**config.mk**
```make
export PLATFORM = sky130hd
export DESIGN_NAME = aso_serial
export DESIGN_NICKNAME = d
export VERILOG_FILES = /design/src/aso_pkg.sv /design/src/aso_serial.sv /design/src/aso_sync.sv
export SDC_FILE = /design/constraint.sdc
export NUM_CORES = 1
export LEC_CHECK = 0
export CAP_MARGIN = 0
export CORE_MARGIN = 10
export CORE_UTILIZATION = 50
export DETAILED_ROUTE_END_ITERATION = 8
export DONT_BUFFER_PORTS = 1
export PLACE_DENSITY_LB_ADDON = 0.1
export SLEW_MARGIN = 20
export SYNTH_ARGS = -nofsm -noshare
export SYNTH_HDL_FRONTEND = slang
export SYNTH_SLANG_ARGS = --single-unit
export TNS_END_PERCENT = 20
```
**constraint.sdc**
```tcl
create_clock -name clock_i -period 3.2 [get_ports clock_i]
set_input_delay 0.16 -clock clock_i [delete_from_list [all_inputs] [get_ports clock_i]]
set_output_delay 0.16 -clock clock_i [all_outputs]
set_load 0.01 [all_outputs]
```
**src/aso_pkg.sv**
```systemverilog
package aso_pkg;

  // ****************************************************************
  // widths of the command and the result
  // ****************************************************************
  localparam int RES_BITS = 12;             // conversion result width
  localparam int CMD_BITS = 7;              // command bits after the start bit

  // ****************************************************************
  // command field positions, first received bit highest
  // ****************************************************************
  localparam int FLD_SINGLE   = 6;          // single-ended / differential
  localparam int FLD_ODD_SIGN = 5;          // odd / sign channel select
  localparam int FLD_SEL_HI   = 4;          // channel select high bit
  localparam int FLD_SEL_LO   = 3;          // channel select low bit
  localparam int FLD_POLARITY = 2;          // polarity_select_bit
  localparam int FLD_ORDER    = 1;          // output_order_bit
  localparam int FLD_POWER    = 0;          // power_down_bit

  // ****************************************************************
  // output stream positions, counted in host serial clocks
  // ****************************************************************
  localparam logic [4:0] POS_NULL    = 5'h00;  // null bit before the result
  localparam logic [4:0] POS_MSB_END = 5'h0C;  // last bit of msb-first word
  localparam logic [4:0] POS_LSB_END = 5'h17;  // last bit of lsb-first word
  localparam logic [4:0] POS_FILL    = 5'h18;  // fill from here on, saturates
  localparam logic [2:0] CNT_LAST    = 3'h7;   // count at the last command bit

  // ****************************************************************
  // reset values
  // ****************************************************************
  localparam logic [6:0]  RST_CMD    = 7'h00;
  localparam logic [11:0] RST_RESULT = 12'h000;

  typedef enum logic [1:0] {
    ASO_IDLE,
    ASO_CMD,
    ASO_DATA
  } aso_state_t;

endpackage : aso_pkg

```
**src/aso_serial.sv**
```systemverilog
`timescale 1ns/1ps

module aso_serial
  import aso_pkg::*;
(
  input  wire logic                clock_i,
  input  wire logic                sys_rst_i,
  input  wire logic                cs_n_i,
  input  wire logic                sclk_i,
  input  wire logic                din_i,
  input  wire logic [RES_BITS-1:0] result_i,
  output logic                     dout_o,
  output logic                     dout_oe_n_o,
  output logic                     system_off_n_o,
  output logic                     shutdown_o,
  output logic                     conv_start_o,
  output logic                     single_ended_o,
  output logic                     odd_sign_o,
  output logic [1:0]               channel_sel_o,
  output logic                     unipolar_o
);

  // ****************************************************************
  // pin synchronisers and edge detection
  // ****************************************************************
  logic [2:0] pin_s2;
  logic [2:0] pin_s3;
  logic       cs_lvl, sclk_lvl, din_lvl;
  logic       next_cs_lvl, next_sclk_lvl, next_din_lvl;
  logic       cs_fall, cs_rise, sclk_rise, sclk_fall;

  aso_sync #(.W(3)) u_sync (
    .clock_i  (clock_i),
    .sys_rst_i(sys_rst_i),
    .pin_i    ({~cs_n_i, sclk_i, din_i}),  // select inverted: cleared stages read idle
    .stage2_o (pin_s2),
    .stage3_o (pin_s3)
  );

  // a level counts once stages two and three agree; select comes in inverted
  always_comb begin
    next_cs_lvl   = (pin_s2[2] == pin_s3[2]) ? ~pin_s3[2] : cs_lvl;
    next_sclk_lvl = (pin_s2[1] == pin_s3[1]) ? pin_s3[1] : sclk_lvl;
    next_din_lvl  = (pin_s2[0] == pin_s3[0]) ? pin_s3[0] : din_lvl;
    cs_fall       = cs_lvl & ~next_cs_lvl;
    cs_rise       = ~cs_lvl & next_cs_lvl;
    sclk_rise     = ~sclk_lvl & next_sclk_lvl;
    sclk_fall     = sclk_lvl & ~next_sclk_lvl;
  end

  always_ff @(posedge clock_i or posedge sys_rst_i) begin
    if (sys_rst_i) begin
      cs_lvl   <= 1'b1;
      sclk_lvl <= 1'b0;
      din_lvl  <= 1'b0;
    end else begin
      cs_lvl   <= next_cs_lvl;
      sclk_lvl <= next_sclk_lvl;
      din_lvl  <= next_din_lvl;
    end
  end

  // ****************************************************************
  // output bit for a stream position
  // ****************************************************************
  function automatic logic bit_at(input logic [4:0]          pos,
                                  input logic [RES_BITS-1:0] res,
                                  input logic [6:0]          cmd,
                                  input logic                shut);
    logic bv;
    bv = 1'b0;
    if (shut) begin
      bv = (pos != POS_NULL) && (pos <= POS_MSB_END);
    end else if (pos == POS_NULL) begin
      bv = 1'b0;
    end else if (pos <= POS_MSB_END) begin
      bv = res[4'(POS_MSB_END - pos)];
    end else if (!cmd[FLD_ORDER] && pos <= POS_LSB_END) begin
      bv = res[4'(pos - POS_MSB_END)];
    end else if (!cmd[FLD_ORDER] && !cmd[FLD_POLARITY]) begin
      bv = res[RES_BITS-1];
    end else begin
      bv = 1'b0;
    end
    return bv;
  endfunction : bit_at

  // ****************************************************************
  // command reception and output sequencing
  // ****************************************************************
  aso_state_t          state, next_state;
  logic [2:0]          cnt, next_cnt;
  logic [6:0]          cmd_sr, next_cmd_sr;
  logic [6:0]          cmd, next_cmd;
  logic [4:0]          pos, next_pos;
  logic [RES_BITS-1:0] result, next_result;
  logic                shut, next_shut;
  logic                dout, next_dout;
  logic                start, next_start;
  logic                oe_n, next_oe_n;

  // next state of the serial sequencer
  always_comb begin
    next_state  = state;
    next_cnt    = cnt;
    next_cmd_sr = cmd_sr;
    next_cmd    = cmd;
    next_pos    = pos;
    next_result = result;
    next_shut   = shut;
    next_dout   = dout;
    next_start  = 1'b0;
    if (cs_fall) begin
      next_state = ASO_CMD;
      next_cnt   = 3'h0;
      next_shut  = 1'b0;
      next_dout  = 1'b0;
    end else if (cs_rise) begin
      next_state = ASO_IDLE;
    end else begin
      unique case (state)
        ASO_IDLE: begin
          next_cnt = 3'h0;
        end
        ASO_CMD: begin
          if (sclk_rise) begin
            if (cnt == 3'h0) begin
              next_cnt = din_lvl ? 3'h1 : 3'h0;
            end else begin
              next_cmd_sr = {cmd_sr[5:0], din_lvl};
              next_cnt    = cnt + 3'h1;
              if (cnt == CNT_LAST) begin
                next_cmd    = {cmd_sr[5:0], din_lvl};
                next_state  = ASO_DATA;
                next_pos    = POS_NULL;
                next_result = result_i;
                next_dout   = 1'b0;
                next_shut   = ~din_lvl;
                next_start  = din_lvl;
              end
            end
          end
        end
        ASO_DATA: begin
          if (sclk_fall) begin
            next_pos  = (pos == POS_FILL) ? POS_FILL : pos + 5'h01;
            next_dout = bit_at(next_pos, result, cmd, shut);
          end
        end
        default: begin
          next_state = ASO_IDLE;            // unused code falls back to idle
        end
      endcase
    end
    next_oe_n = (next_state != ASO_DATA);
  end

  always_ff @(posedge clock_i or posedge sys_rst_i) begin
    if (sys_rst_i) begin
      state  <= ASO_IDLE;
      cnt    <= 3'h0;
      cmd_sr <= RST_CMD;
      cmd    <= RST_CMD;
      pos    <= POS_NULL;
      result <= RST_RESULT;
      shut   <= 1'b0;
      dout   <= 1'b0;
      start  <= 1'b0;
      oe_n   <= 1'b1;
    end else begin
      state  <= next_state;
      cnt    <= next_cnt;
      cmd_sr <= next_cmd_sr;
      cmd    <= next_cmd;
      pos    <= next_pos;
      result <= next_result;
      shut   <= next_shut;
      dout   <= next_dout;
      start  <= next_start;
      oe_n   <= next_oe_n;
    end
  end

  // ****************************************************************
  // outputs
  // ****************************************************************
  // driven only while selected and past the command
  assign dout_o         = dout;
  assign dout_oe_n_o    = oe_n;
  assign shutdown_o     = shut;
  assign system_off_n_o = ~shut;
  assign conv_start_o   = start;
  assign single_ended_o = cmd[FLD_SINGLE];
  assign odd_sign_o     = cmd[FLD_ODD_SIGN];
  assign channel_sel_o  = {cmd[FLD_SEL_HI], cmd[FLD_SEL_LO]};
  assign unipolar_o     = cmd[FLD_POLARITY];

  // ****************************************************************
  // checks
  // ****************************************************************
  chk_msb_first_bits: assert property (@(posedge clock_i) disable iff (sys_rst_i)
    (state == ASO_DATA && !shut && pos >= 5'h01 && pos <= POS_MSB_END)
      |-> dout == result[4'(POS_MSB_END - pos)])
    else $error("msb-first bit wrong");

  chk_zero_padding: assert property (@(posedge clock_i) disable iff (sys_rst_i)
    (state == ASO_DATA && cmd[FLD_ORDER] && pos > POS_MSB_END) |-> !dout)
    else $error("pad bit not zero");

  chk_lsb_first_bits: assert property (@(posedge clock_i) disable iff (sys_rst_i)
    (state == ASO_DATA && !shut && !cmd[FLD_ORDER] && pos > POS_MSB_END
      && pos <= POS_LSB_END) |-> dout == result[4'(pos - POS_MSB_END)])
    else $error("lsb-first bit wrong");

  chk_sign_fill: assert property (@(posedge clock_i) disable iff (sys_rst_i)
    (state == ASO_DATA && !shut && !cmd[FLD_ORDER] && !cmd[FLD_POLARITY]
      && pos == POS_FILL) |-> dout == result[RES_BITS-1])
    else $error("sign fill wrong");

  chk_enter_shutdown: assert property (@(posedge clock_i) disable iff (sys_rst_i)
    (state == ASO_CMD && sclk_rise && cnt == CNT_LAST && !din_lvl && !cs_fall
      && !cs_rise) |=> shut && !start)
    else $error("shutdown not entered");

  chk_ones_word: assert property (@(posedge clock_i) disable iff (sys_rst_i)
    (state == ASO_DATA && shut && pos != POS_NULL)
      |-> dout == (pos <= POS_MSB_END))
    else $error("shutdown word wrong");

  chk_release_hiz: assert property (@(posedge clock_i) disable iff (sys_rst_i)
    cs_rise |=> dout_oe_n_o)
    else $error("output still driven");

  chk_leave_shutdown: assert property (@(posedge clock_i) disable iff (sys_rst_i)
    (shut && cs_fall) |=> !shut && system_off_n_o && state == ASO_CMD)
    else $error("shutdown not left");

  chk_system_off: assert property (@(posedge clock_i) disable iff (sys_rst_i)
    ($rose(shut) |-> !system_off_n_o) and (shut && !cs_fall |=> !system_off_n_o))
    else $error("system-off output wrong");

  chk_one_bit_step: assert property (@(posedge clock_i) disable iff (sys_rst_i)
    (state == ASO_DATA && !cs_rise && !cs_fall && !sclk_fall) |=> $stable(pos))
    else $error("stream advanced without clock");

endmodule : aso_serial

```
**src/aso_sync.sv**
```systemverilog
`timescale 1ns/1ps

// ****************************************************************
// three-stage synchroniser for pin inputs
// ****************************************************************
module aso_sync #(
  parameter int W = 3
) (
  input  wire logic         clock_i,
  input  wire logic         sys_rst_i,
  input  wire logic [W-1:0] pin_i,
  output logic      [W-1:0] stage2_o,
  output logic      [W-1:0] stage3_o
);

  logic [W-1:0] stage1;

  // stage1 feeds only stage2
  always_ff @(posedge clock_i or posedge sys_rst_i) begin
    if (sys_rst_i) begin
      stage1   <= '0;
      stage2_o <= '0;
      stage3_o <= '0;
    end else begin
      stage1   <= pin_i;
      stage2_o <= stage1;
      stage3_o <= stage2_o;
    end
  end

endmodule : aso_sync
```
==> results of run 1 <==
-- critical path, delay by kind of cell, from the launching register on --
kind | cells | cell delay [ns]
adders and majority gates | 2 | 0.64
muxes | 1 | 0.36
DFF | 1 | 0.44
AOI/OAI and AO/OA | 1 | 0.13
and+or+nand+nor | 5 | 1.02
buffers and inverters | 2 | 0.24
-- where the power goes --
group          internal, mW  switching, mW  total (mW)
Clock                 0.156          0.200       0.356
Combinational        0.0569         0.0729       0.130
Sequential            0.668         0.0317       0.699
Total                 0.881          0.305        1.19
-- worst max-delay path by stage --
stage / to / slack (ns) / from
5_1_grt: dout_o$_DFFE_PP0P_ / 0.06 / pos[0]$_DFFE_PP0P_
3_3_place_gp: dout_o$_DFFE_PP0P_ / 0.34 / pos[0]$_DFFE_PP0P_
6_report: dout_o$_DFFE_PP0P_ / 0.24 / pos[0]$_DFFE_PP0P_
4_1_cts: dout_o$_DFFE_PP0P_ / 0.18 / pos[0]$_DFFE_PP0P_
2_1_floorplan: dout_o$_DFFE_PP0P_ / 0.40 / pos[0]$_DFFE_PP0P_
3_5_place_dp: dout_o$_DFFE_PP0P_ / 0.21 / pos[0]$_DFFE_PP0P_
-- through the flow --
| stage | cells | cell area [um^2] | hold slack [ns] |
|---|---|---|---|
| after floorplan | 214 | 2510 | 0.191 |
| after global placement | 277 | 2570 | 0.192 |
| after detailed placement | 277 | 2570 | 0.192 |
| after CTS | 290 | 2710 | 0.00340 |
| after global routing | 292 | 2730 | 0.00151 |
| final | 292 | 2730 | 0.0161 |
-- flip-flops by register name (all words and copies together), names as in the netlist --
signal	flops
cmd	6
dout_o	1
u_sync.stage1	3
sclk_lvl	1
shutdown_o	1
cnt	3
state	2
din_lvl	1
cmd_sr	6
result	12
pos	5
cs_lvl	1
conv_start_o	1
u_sync.stage3_o	3
u_sync.stage2_o	3
dout_oe_n_o	1
-- repair_timing --
item | in CTS | in global routing
resized for setup | 0 | 1
setup buffers | 0 | 0
endpoints found under the setup margin | 0 | 1
endpoints found under the hold margin | 33 | 2
hold buffers | 5 | 2
-- placed cells by master, fill, tap and decap left out, types with 2 or more instances in the layout --
cell	netlist	routed
mux2_1	4	4
nand2b_1	4	4
mux4_1	2	2
dfrtp_1	48	47
nand2_1	15	15
nor4_1	4	4
and3_1	4	4
mux2_2	21	21
clkinv_2	0	2
and2_1	3	3
o211ai_1	2	2
maj3_1	2	2
nor2_1	9	9
nand4_1	2	2
dfstp_2	2	2
dlygate4sd3_1	0	7
nand3_1	7	7
mux4_2	2	2
ha_1	10	10
mux2i_1	2	2
o21ai_0	8	8
a21oi_1	11	11
a21boi_0	2	2
xor2_1	2	2
inv_1	17	16
clkbuf_8	0	5
o31ai_1	4	4
-- per-layer routing --
metal  vias up  wire length [um]
met3         2               208
met4         0                39
met5         -                 0
met1       783              2170
li1        782                 -
met2        20              2290
-- cell families (layout without fill, tap and decap cells) --
family / Yosys count / after routing
flops: 50 / 50
fa+ha+maj: 12 / 12
xor+xnor: 4 / 4
compound gates: 36 / 36
mux: 31 / 31
buf+inv: 22 / 33
simple gates: 59 / 59
-- layout make-up --
class / instances / share of cell area, %
clock buffer: 6 / 2.65
clock inverter: 2 / 0.503
inverter: 17 / 2.38
multi-input combinational: 142 / 42.7
sequential: 50 / 45.9
tap: 67 / 3.07
timing repair buffer: 8 / 2.84
==> results by group, run 1 <==
Run status
  – Status: completed

Hold path
  – Worst min path class: in -> reg
  – Worst Hold Launch: result_i[10]
  – Worst Hold Endpoint: result[10]$_DFFE_PP0P_
  – Min-Delay Path Depth: 1

Critical path
  – Crit path launch type: register
  – WP data arrival: 3.14 ns
  – Critical path, cell by cell: inv_1 > ha_1 > and4b_1 > nor2_4 > inv_1 > ha_1 > mux2_2 > nor4_1 > nor4_1 > nor4_1 > o41ai_2
  – Required @ worst endpoint: 3.38 ns
  – Max stage delay on crit path: 0.44 ns
  – Most frequent CP cell: nor4_1
  – CP max FO: 6
  – CP Capture Type: register
  – Flop-to-flop setup slack: between 0.2 and 0.25 ns
  – CP max stage cell: dfrtp_2
  – Worst R2R Start: pos[0]$_DFFE_PP0P_
  – CP Class: reg -> reg
  – R2r worst-path depth: 11
  – Reg-to-reg endpoint: dout_o$_DFFE_PP0P_

Floorplan
  – Die area: about 8300 um^2
  – Row cnt: 25
  – Die width: ~91 um
  – Number of top-level pins: 27
  – Core footprint: approximately 4800 um^2
  – Vert. Die Dim: approximately 91 um
  – Starting Density: 52.5%

Clocking
  – CTS tree: built
  – Max Root-Sink Buffers: 2
  – Clock transition at path regs: 0.10 ns
  – Root Driver: clkbuf_8
  – Clock latency on the worst-skew pair: roughly 0.30 ns
  – Total CTS buffers: 5
  – Htree depth: 2
  – CTS Sinks: 50

Synthesis
  – XOR/XNOR share of the synthesized area: 1.69%
  – Syn_nets: 241
  – Post-synthesis mux area share: 15.9%
  – Ranking of synthesized cells by area: dfrtp_1, mux2_2, ha_1, inv_1, nand2_1
  – Post-synth EDFFs: 0
  – Synth top area share: 47.8%
  – Simple logic cell fraction of the synthesized area: about 14%
  – FFs w/ async S/R, synth: 100%
  – Post-synth top cells: dfrtp_1, mux2_2, inv_1
  – Synth area leader: dfrtp_1
  – Largest family of logic cells by synthesized area: multiplexers
  – Sequential share of the synthesized area: 49.9%
  – Adder-cell area share of the yosys netlist: 5.78%
  – Synth warn: 0
  – Synthesized area: 2510 um^2
  – Count leader, synth: dfrtp_1
  – Flops & latches, synth: 50
  – Syn_area_per_cell: roughly 12 um^2
  – Synth Area in Compound Gates: 9.46%
  – Synth unique cells: just under 50
  – Mapped Cells: roughly 210
  – Prevailing post-synth register cell: dfrtp_1

Route
  – DRT iter0 DRCs: 47
  – TritonRoute pass-1 iters: 4
  – Via count: 1,587
  – Post-route DRC violation count: 0
  – Wire length per cell: 16.1 um
  – Vias per inst: 5.43
  – Routed wire length: 4700 um
  – Post-DRT Antenna Nets: 0

Pwr
  – Power per cell area: 433 nW/um^2
  – Pleak: 1.34 nW
  – Peak VDD IR: between 200 and 250 uV
  – Power Total: 1.19 mW

Timing
  – Setup skew after layout: 0.0127 ns
  – Slew margin rel.: 45.7%
  – Final hold vios: 0
  – Setup WS post-layout: 0.243 ns
  – Final period demand of the worst path: a little under 3 ns
  – Max Freq: 0.338 GHz
  – Worst-margin pin slew: 0.813 ns
  – Final period utilization: 92.4%
  – RSZ-0062 raised after global routing: false
  – Final setup fails: 0
  – Setup TNS: 0 ns
  – Pins Over Slew Limit: 0

Placement
  – Final GP Congestion: between 0.9 and 1
  – Placement Setup Slack: 0.213 ns
  – Final HPWL DP: 3570 um
  – IO buf count: 0

Cells and area
  – Final core occ: a little under three fifths
  – Nets: 251
  – Multi-input logic area: around 1200 um^2
  – Layout cell share with drive strength beyond 1: 18.7%
  – Register area: ~1300 um^2
  – Area Growth Syn to Fin: 8.81%
  – Filler Cell Count: ~400
  – Antenna diode count: 0

Global route
  – Global-route wire length before repair: 8250 um
  – Grt ovf: 0
  – Largest net degree at the start of global routing: 51
  – Busiest grt layer: met2
  – GRT Util Overall: 12.1%
  – M1 GR Usage: 14.5%
  – Global routing usage on met3: 3.91%
  – M2 GR Usage: 19.7%
  – Vias in the first global route: around 1,700
  – Antenna violations before repair: 0

Flow run
  – MaxCap Viol Count: 0
Power figures use the tool's default switching activity.
==> run 2: changes to the inputs <==
Settings changed: ABC_AREA set to 1.
==> results by group, run 2 <==
Run status
  – Status: completed

Synthesis
  – Count leader, synth: nand2_1
  – FFs w/ async S/R, synth: 100% (unchanged)
  – XOR/XNOR share of the synthesized area: 0% (-1.7 points)
  – Synth Area in Compound Gates: 8.25% (-1.2 points)
  – Simple logic cell fraction of the synthesized area: 28.7% (+15 points)
  – Synth area leader: dfrtp_1
  – Post-synth EDFFs: 0 (unchanged)
  – Sequential share of the synthesized area: 49.2% (-0.69 points)
  – Syn_area_per_cell: 8.16 um^2 (-30%)
  – Prevailing post-synth register cell: dfrtp_1
  – Synth warn: 0 (unchanged)
  – Adder-cell area share of the yosys netlist: 5.30% (-0.47 points)
  – Synth top area share: 47.2% (-0.66 points)
  – Largest family of logic cells by synthesized area: simple AND/OR/NAND/NOR gates
  – Mapped Cells: 312 (+46%)
  – Post-synthesis mux area share: 0% (-16 points)
  – Synthesized area: 2550 um^2 (+1.4%)
  – Syn_nets: 339 (+41%)
  – Ranking of synthesized cells by area: dfrtp_1, nand2_1, inv_1, nand3_1, ha_1
  – Synth unique cells: 27 (-45%)
  – Post-synth top cells: nand2_1, dfrtp_1, inv_1
  – Flops & latches, synth: 50 (unchanged)

Global route
  – Antenna violations before repair: 0 (unchanged)
  – GRT Util Overall: 12.8% (+0.78 points)
  – Largest net degree at the start of global routing: 51 (unchanged)
  – Vias in the first global route: 1,957 (+15%)
  – Global-route wire length before repair: 9090 um (+10%)
  – Grt ovf: 0 (unchanged)

Timing
  – Pins Over Slew Limit: 0 (unchanged)
  – Worst-margin pin slew: 0.847 ns (+0.0337 ns)
  – Final period demand of the worst path: 2.26 ns (-0.700 ns)
  – RSZ-0062 raised after global routing: false
  – Slew margin rel.: 43.5% (-2.2 points)
  – Setup skew after layout: 0.00472 ns (-0.00801 ns)
  – Max Freq: 0.443 GHz (+31%)
  – Final hold vios: 0 (unchanged)
  – Setup TNS: 0 ns (unchanged)
  – Final setup fails: 0 (unchanged)
  – Final period utilization: 70.5% (-22 points)

Placement
  – Placed cell count: 373 (+35%)
  – IO buf count: 0 (unchanged)
  – Final GP Congestion: 0.977 (+6.5%)
  – Final HPWL DP: 3630 um (+1.7%)

Cells and area
  – Area Growth Syn to Fin: 12.6%
  – Largest register FFs: 12 (unchanged)
  – Antenna diode count: 0 (unchanged)
  – Filler Cell Count: 453 (+10%)
  – Layout cell share with drive strength beyond 1: 10.0% (-8.7 points)
  – Most common cell after layout, fill and taps aside: nand2_1
  – Most frequent cells in the layout: nand2_1, dfrtp_1, inv_1
  – Final core occ: 59.6% (+2.4 points)
  – Top Registers: result x12, cmd x6, cmd_sr x6
  – Final Instance Count excl. Fillers: 397 (+36%)
  – Largest Register: result
  – Nets: 356 (+42%)

Pwr
  – Power Total: 1.30 mW (+10%)
  – Pleak: 1.42 nW (+5.9%)
  – Power per cell area: 454 nW/um^2 (+4.8%)
  – Peak VDD IR: 289 uV (+30%)

Floorplan
  – Die width: 91.4 um (+0.54%)
  – Core footprint: 4820 um^2 (+0.65%)
  – Starting Density: 52.9% (+0.39 points)
  – Die area: 8350 um^2 (+1.1%)
  – Row cnt: 25 (unchanged)
  – Vert. Die Dim: 91.4 um (+0.54%)
  – Number of top-level pins: 27 (unchanged)

Critical path
  – CP bufs+invs: 3 (+1)
  – Most frequent CP cell: nor2_1
  – Max stage delay on crit path: 0.46 ns (+0.02 ns)
  – CP Class: reg -> reg
  – CP max stage cell: dfrtp_1
  – Required @ worst endpoint: 3.40 ns (+0.02 ns)
  – CP Capture Type: register
  – CP max FO: 10 (+4)
  – WP data arrival: 2.45 ns (-0.69 ns)
  – Family with the most delay on the worst path: simple AND/OR/NAND/NOR gates
  – Crit path launch type: register
  – Critical path, cell by cell: inv_2 > ha_1 > inv_1 > nor2_1 > nand2_4 > nand2_4 > ha_1 > inv_1 > nand3_1 > a21oi_1 > nor2_1 > nor2_1 > nor2_1 > nand2_1 > nand2_1

Clocking
  – CTS Sinks: 50 (unchanged)
  – Clock transition at path regs: 0.10 ns (about the same)
  – Number of setup buffers added after CTS: 0 (unchanged)
  – Hold_buf cts: 15 (+10)
  – Total CTS buffers: 5 (unchanged)
  – Post-cts resize count: 0 (unchanged)
  – CTS tree: built
  – Max Root-Sink Buffers: 2 (unchanged)
  – Root Driver: clkbuf_8
  – Htree depth: 2 (unchanged)
  – Clock latency on the worst-skew pair: 0.30 ns (about the same)

Route
  – Vias per inst: 4.86 (-11%)
  – Wire length per cell: 12.7 um (-21%)
  – Via count: 1,931 (+22%)
  – Post-route DRC violation count: 0 (unchanged)
  – Routed wire length: 5050 um (+7.4%)
  – Post-DRT Antenna Nets: 0 (unchanged)
  – TritonRoute pass-1 iters: 4 (unchanged)
  – DRT iter0 DRCs: 106 (+130%)

Hold path
  – Worst min path class: reg -> reg

Flow run
  – MaxCap Viol Count: 0 (unchanged)
## run 2: cells by family (layout without fill, tap and decap cells)
logic type	Yosys count	after routing
and+or+nand+nor	159	159
buffers and inverters	52	70
DFF	50	50
AOI/OAI and AO/OA	40	40
adders and majority gates	11	11
## run 2: layout make-up
type	count	area (um^2)	share of cell area (%)
flip-flops and latches	50	1250	43.7
multi-input cells	210	1080	37.5
inverters	46	176	6.15
repair buffers	16	160	5.58
well taps	67	83.8	2.92
clock buffers	5	68.8	2.40
clock inverters	3	48.8	1.70
## run 2: routing by layer
layer | track usage (%) | vias to the layer above | wire length, um
met3 | 3.95 | 4 | 232
met5 | 0 | - | 0
met1 | 16.8 | 885 | 2490
met4 | 4.57 | 0 | 51
li1 | - | 1013 | -
met2 | 19.5 | 29 | 2280
## run 2: worst paths after layout
| check | startpoint | to | slack, ns | cells after the start |
|---|---|---|---|---|
| hold reg to reg | u_sync.stage1[0]$_DFF_PP0_ | u_sync.stage2_o[0]$_DFF_PP0_ | 0.36 | 0 |
| hold / removal | u_sync.stage1[0]$_DFF_PP0_ | u_sync.stage2_o[0]$_DFF_PP0_ | 0.36 | 0 |
| max in group asynchronous | sys_rst_i | result[9]$_DFFE_PP0P_ | 2.24 | 2 |
| setup reg to reg | pos[0]$_DFFE_PP0P_ | dout_o$_DFFE_PP0P_ | 0.94 | 15 |
| min in group asynchronous | sys_rst_i | conv_start_o$_DFF_PP0_ | 0.45 | 2 |
| setup / recovery | pos[0]$_DFFE_PP0P_ | dout_o$_DFFE_PP0P_ | 0.94 | 15 |
## run 2: worst register-to-register path: stages, from the launching register on
cell     delay (ns)
dfrtp_1        0.46
inv_2          0.20
ha_1           0.20
inv_1          0.04
nor2_1         0.16
nand2_4        0.12
nand2_4        0.11
ha_1           0.27
inv_1          0.10
nand3_1        0.08
a21oi_1        0.14
nor2_1         0.05
nor2_1         0.08
nor2_1         0.04
nand2_1        0.06
nand2_1        0.04
## run 2: stage by stage
stage	cell area, um^2	setup slack [ns]	hold WS (ns)
finish	2870	0.943	0.357
CTS	2860	0.949	0.0131
detailed placement	2590	0.975	0.192
floorplan	2550	1.16	0.191
global route	2870	0.681	0.366
global placement	2590	1.04	0.192
## run 2: report_power, final
group          switching [mW]  internal, mW  leakage, nW
clock                   0.222         0.238       0.0563
sequential             0.0254         0.675        0.598
combinational          0.0884        0.0545        0.762
total                   0.336         0.968         1.42
==> run 3: changes to the inputs <==
Settings changed: ABC_AREA 1 to 0.
Clock period 3.2 ns to 2.12 ns, I/O delays scaled along.
==> results by group, run 3 (same netlist as run 1, synthesis figures left out) <==
Run status
  – Status: complete, but fails checks
  – Failing checks: negative setup slack

Cells and area
  – Final Cell Area: 3110 um^2 (+8.5%)
  – Largest Register: result
  – Largest register FFs: 12 (unchanged)
  – Most common cell after layout, fill and taps aside: dfrtp_1
  – Nets: 281 (-21%)
  – Area Growth Syn to Fin: 24.0%
  – Top Registers: result x12, cmd x6, cmd_sr x6
  – Most frequent cells in the layout: dfrtp_1, buf_4, mux2_2
  – Layout cell share with drive strength beyond 1: 30.2% (+20 points)
  – Filler Cell Count: 369 (-19%)
  – Final Instance Count excl. Fillers: 322 (-19%)
  – Antenna diode count: 0 (unchanged)

Floorplan
  – Row cnt: 25 (unchanged)
  – Vert. Die Dim: 90.9 um (-0.54%)
  – Die area: 8260 um^2 (-1.1%)
  – Starting Density: 52.5% (-0.39 points)
  – Core footprint: 4790 um^2 (-0.65%)
  – Die width: 90.9 um (-0.54%)
  – Number of top-level pins: 27 (unchanged)

Critical path
  – CP Capture Type: register
  – Required @ worst endpoint: 2.34 ns (-1.06 ns)
  – WP data arrival: 2.59 ns (+0.14 ns)
  – CP max FO: 6 (-4)
  – Crit path launch type: register
  – CP Class: reg -> reg

Timing
  – Setup skew after layout: 0.00715 ns (+0.00243 ns)
  – Setup WS post-layout: -0.254 ns (-1.20 ns)
  – Final period utilization: 112% (+41 points)
  – Pins Over Slew Limit: 0 (unchanged)
  – Final setup fails: 1 (+1)
  – Final hold vios: 0 (unchanged)
  – Max Freq: 0.421 GHz (-4.9%)
  – Final period demand of the worst path: 2.37 ns (+0.116 ns)
  – Slew margin rel.: 39.0% (-4.4 points)
  – RSZ-0062 raised after global routing: true
  – Worst-margin pin slew: 0.913 ns (+0.0663 ns)

Clocking
  – Clock transition at path regs: 0.10 ns (about the same)
  – CTS Sinks: 50 (unchanged)
  – Root Driver: clkbuf_8
  – CTS tree: built
  – Htree depth: 2 (unchanged)
  – Clock latency on the worst-skew pair: 0.31 ns (about the same)
  – Total CTS buffers: 5 (unchanged)
  – Max Root-Sink Buffers: 2 (unchanged)

Pwr
  – Sequential share of power: 53.6% (about the same)
  – Clk network pwr share: 35.6% (+0.3 points)
  – Pleak: 1.50 nW (+6.1%)
  – Peak VDD IR: 445 uV (+54%)
  – Gate power share: 10.8% (-0.2 points)
  – P_sw: 0.507 mW (+51%)
  – Switching Fraction: 25.7% (-0.033 points)
  – Power Total: 1.97 mW (+51%)
  – Power per cell area: 633 nW/um^2 (+39%)
  – Cell internal pwr: 1.46 mW (+51%)

Route
  – DRT iter0 DRCs: 56 (-47%)
  – Via count: 1,752 (-9.3%)
  – Vias per inst: 5.44 (+12%)
  – TritonRoute pass-1 iters: 4 (unchanged)
  – Post-DRT Antenna Nets: 0 (unchanged)
  – Wire length per cell: 16.8 um (+32%)
  – Routed wire length: 5410 um (+7.1%)
  – Post-route DRC violation count: 0 (unchanged)

Hold path
  – Worst min path class: in -> reg

Placement
  – Placement Setup Slack: -0.401 ns (-1.38 ns)
  – Final HPWL DP: 3880 um (+6.7%)
  – Placed cell count: 297 (-20%)
  – Cell Area, Placed: 2770 um^2 (+7.0%)
  – IO buf count: 0 (unchanged)
  – Final GP Congestion: 0.926 (-5.3%)

Global route
  – Grt ovf: 0 (unchanged)
  – Vias in the first global route: 1,915 (-2.1%)
  – GRT Util Overall: 13.6% (+0.77 points)
  – Antenna violations before repair: 0 (unchanged)
  – Largest net degree at the start of global routing: 46 (-9.8%)
  – Global-route wire length before repair: 9220 um (+1.4%)

Flow run
  – MaxCap Viol Count: 0 (unchanged)
==> run 3: worst max-delay path, cell delays in order, from the launching register on <==
cell and delay, ns:
dfrtp_2 0.43, buf_4 0.16, ha_1 0.23, xor2_2 0.16, buf_4 0.16, a21oi_1 0.15
buf_4 0.19, nor4_4 0.05, nor4_2 0.33, nor4_2 0.08, o41ai_2 0.33
==> run 3: timing repair <==
action,in CTS,in global routing
pin swaps,8,1
gates resized for setup,12,1
endpoints found under the hold margin,57,0
hold buffers,16,0
endpoints found under the setup margin,1,1
buffers inserted,1,0
==> run 3: power by group through the flow <==
stage          clock, mW  sequential [mW]  combinational, mW
2_1_floorplan          0             1.06              0.151
3_3_place_gp           0             1.07              0.173
3_5_place_dp           0             1.08              0.192
4_1_cts            0.719             1.06              0.216
5_1_grt            0.755             1.07              0.249
6_report           0.701             1.06              0.213
==> run 3: area by class of cell <==
type / count / area, um^2 / share of cell area, %
inverter: 17 / 66.3 / 2.13
sequential: 50 / 1250 / 40.3
clock inverter: 3 / 48.8 / 1.57
multi-input combinational: 142 / 1250 / 40.3
timing repair buffer: 38 / 338 / 10.8
clock buffer: 5 / 68.8 / 2.21
tap: 67 / 83.8 / 2.69
==> run 3: per-stage QoR <==
step / setup TNS [ns] / util [%] / hold WS (ns)
after floorplan: -0.399 / - / 0.137
after detailed placement: -0.401 / 57.9 / 0.138
final: -0.254 / 65.1 / 0.351
after global placement: -0.230 / 57.9 / 0.138
after global routing: -0.344 / 65.1 / 0.345
after CTS: -0.246 / 65.0 / 0.336
==> run 3: routing by layer <==
layer  track usage [%]  wire [um]
met5                 0          0
met4              4.05         91
met3              3.74        189
met2              24.3       2830
met1              15.4       2310
==> run 3: path summary, 6_finish.rpt <==
path                                       startpoint                           end  slack [ns]  depth (start not counted)
hold / removal                                  din_i    u_sync.stage1[0]$_DFF_PP0_        0.35                          1
setup reg to reg                   pos[0]$_DFFE_PP0P_            dout_o$_DFFE_PP0P_       -0.25                         10
hold reg to reg            u_sync.stage1[0]$_DFF_PP0_  u_sync.stage2_o[0]$_DFF_PP0_        0.36                          0
min in group asynchronous                   sys_rst_i            dout_o$_DFFE_PP0P_        0.45                          2
setup / recovery                   pos[0]$_DFFE_PP0P_            dout_o$_DFFE_PP0P_       -0.25                         10
max in group asynchronous                   sys_rst_i         cmd_sr[5]$_DFFE_PP0P_        1.05                          3
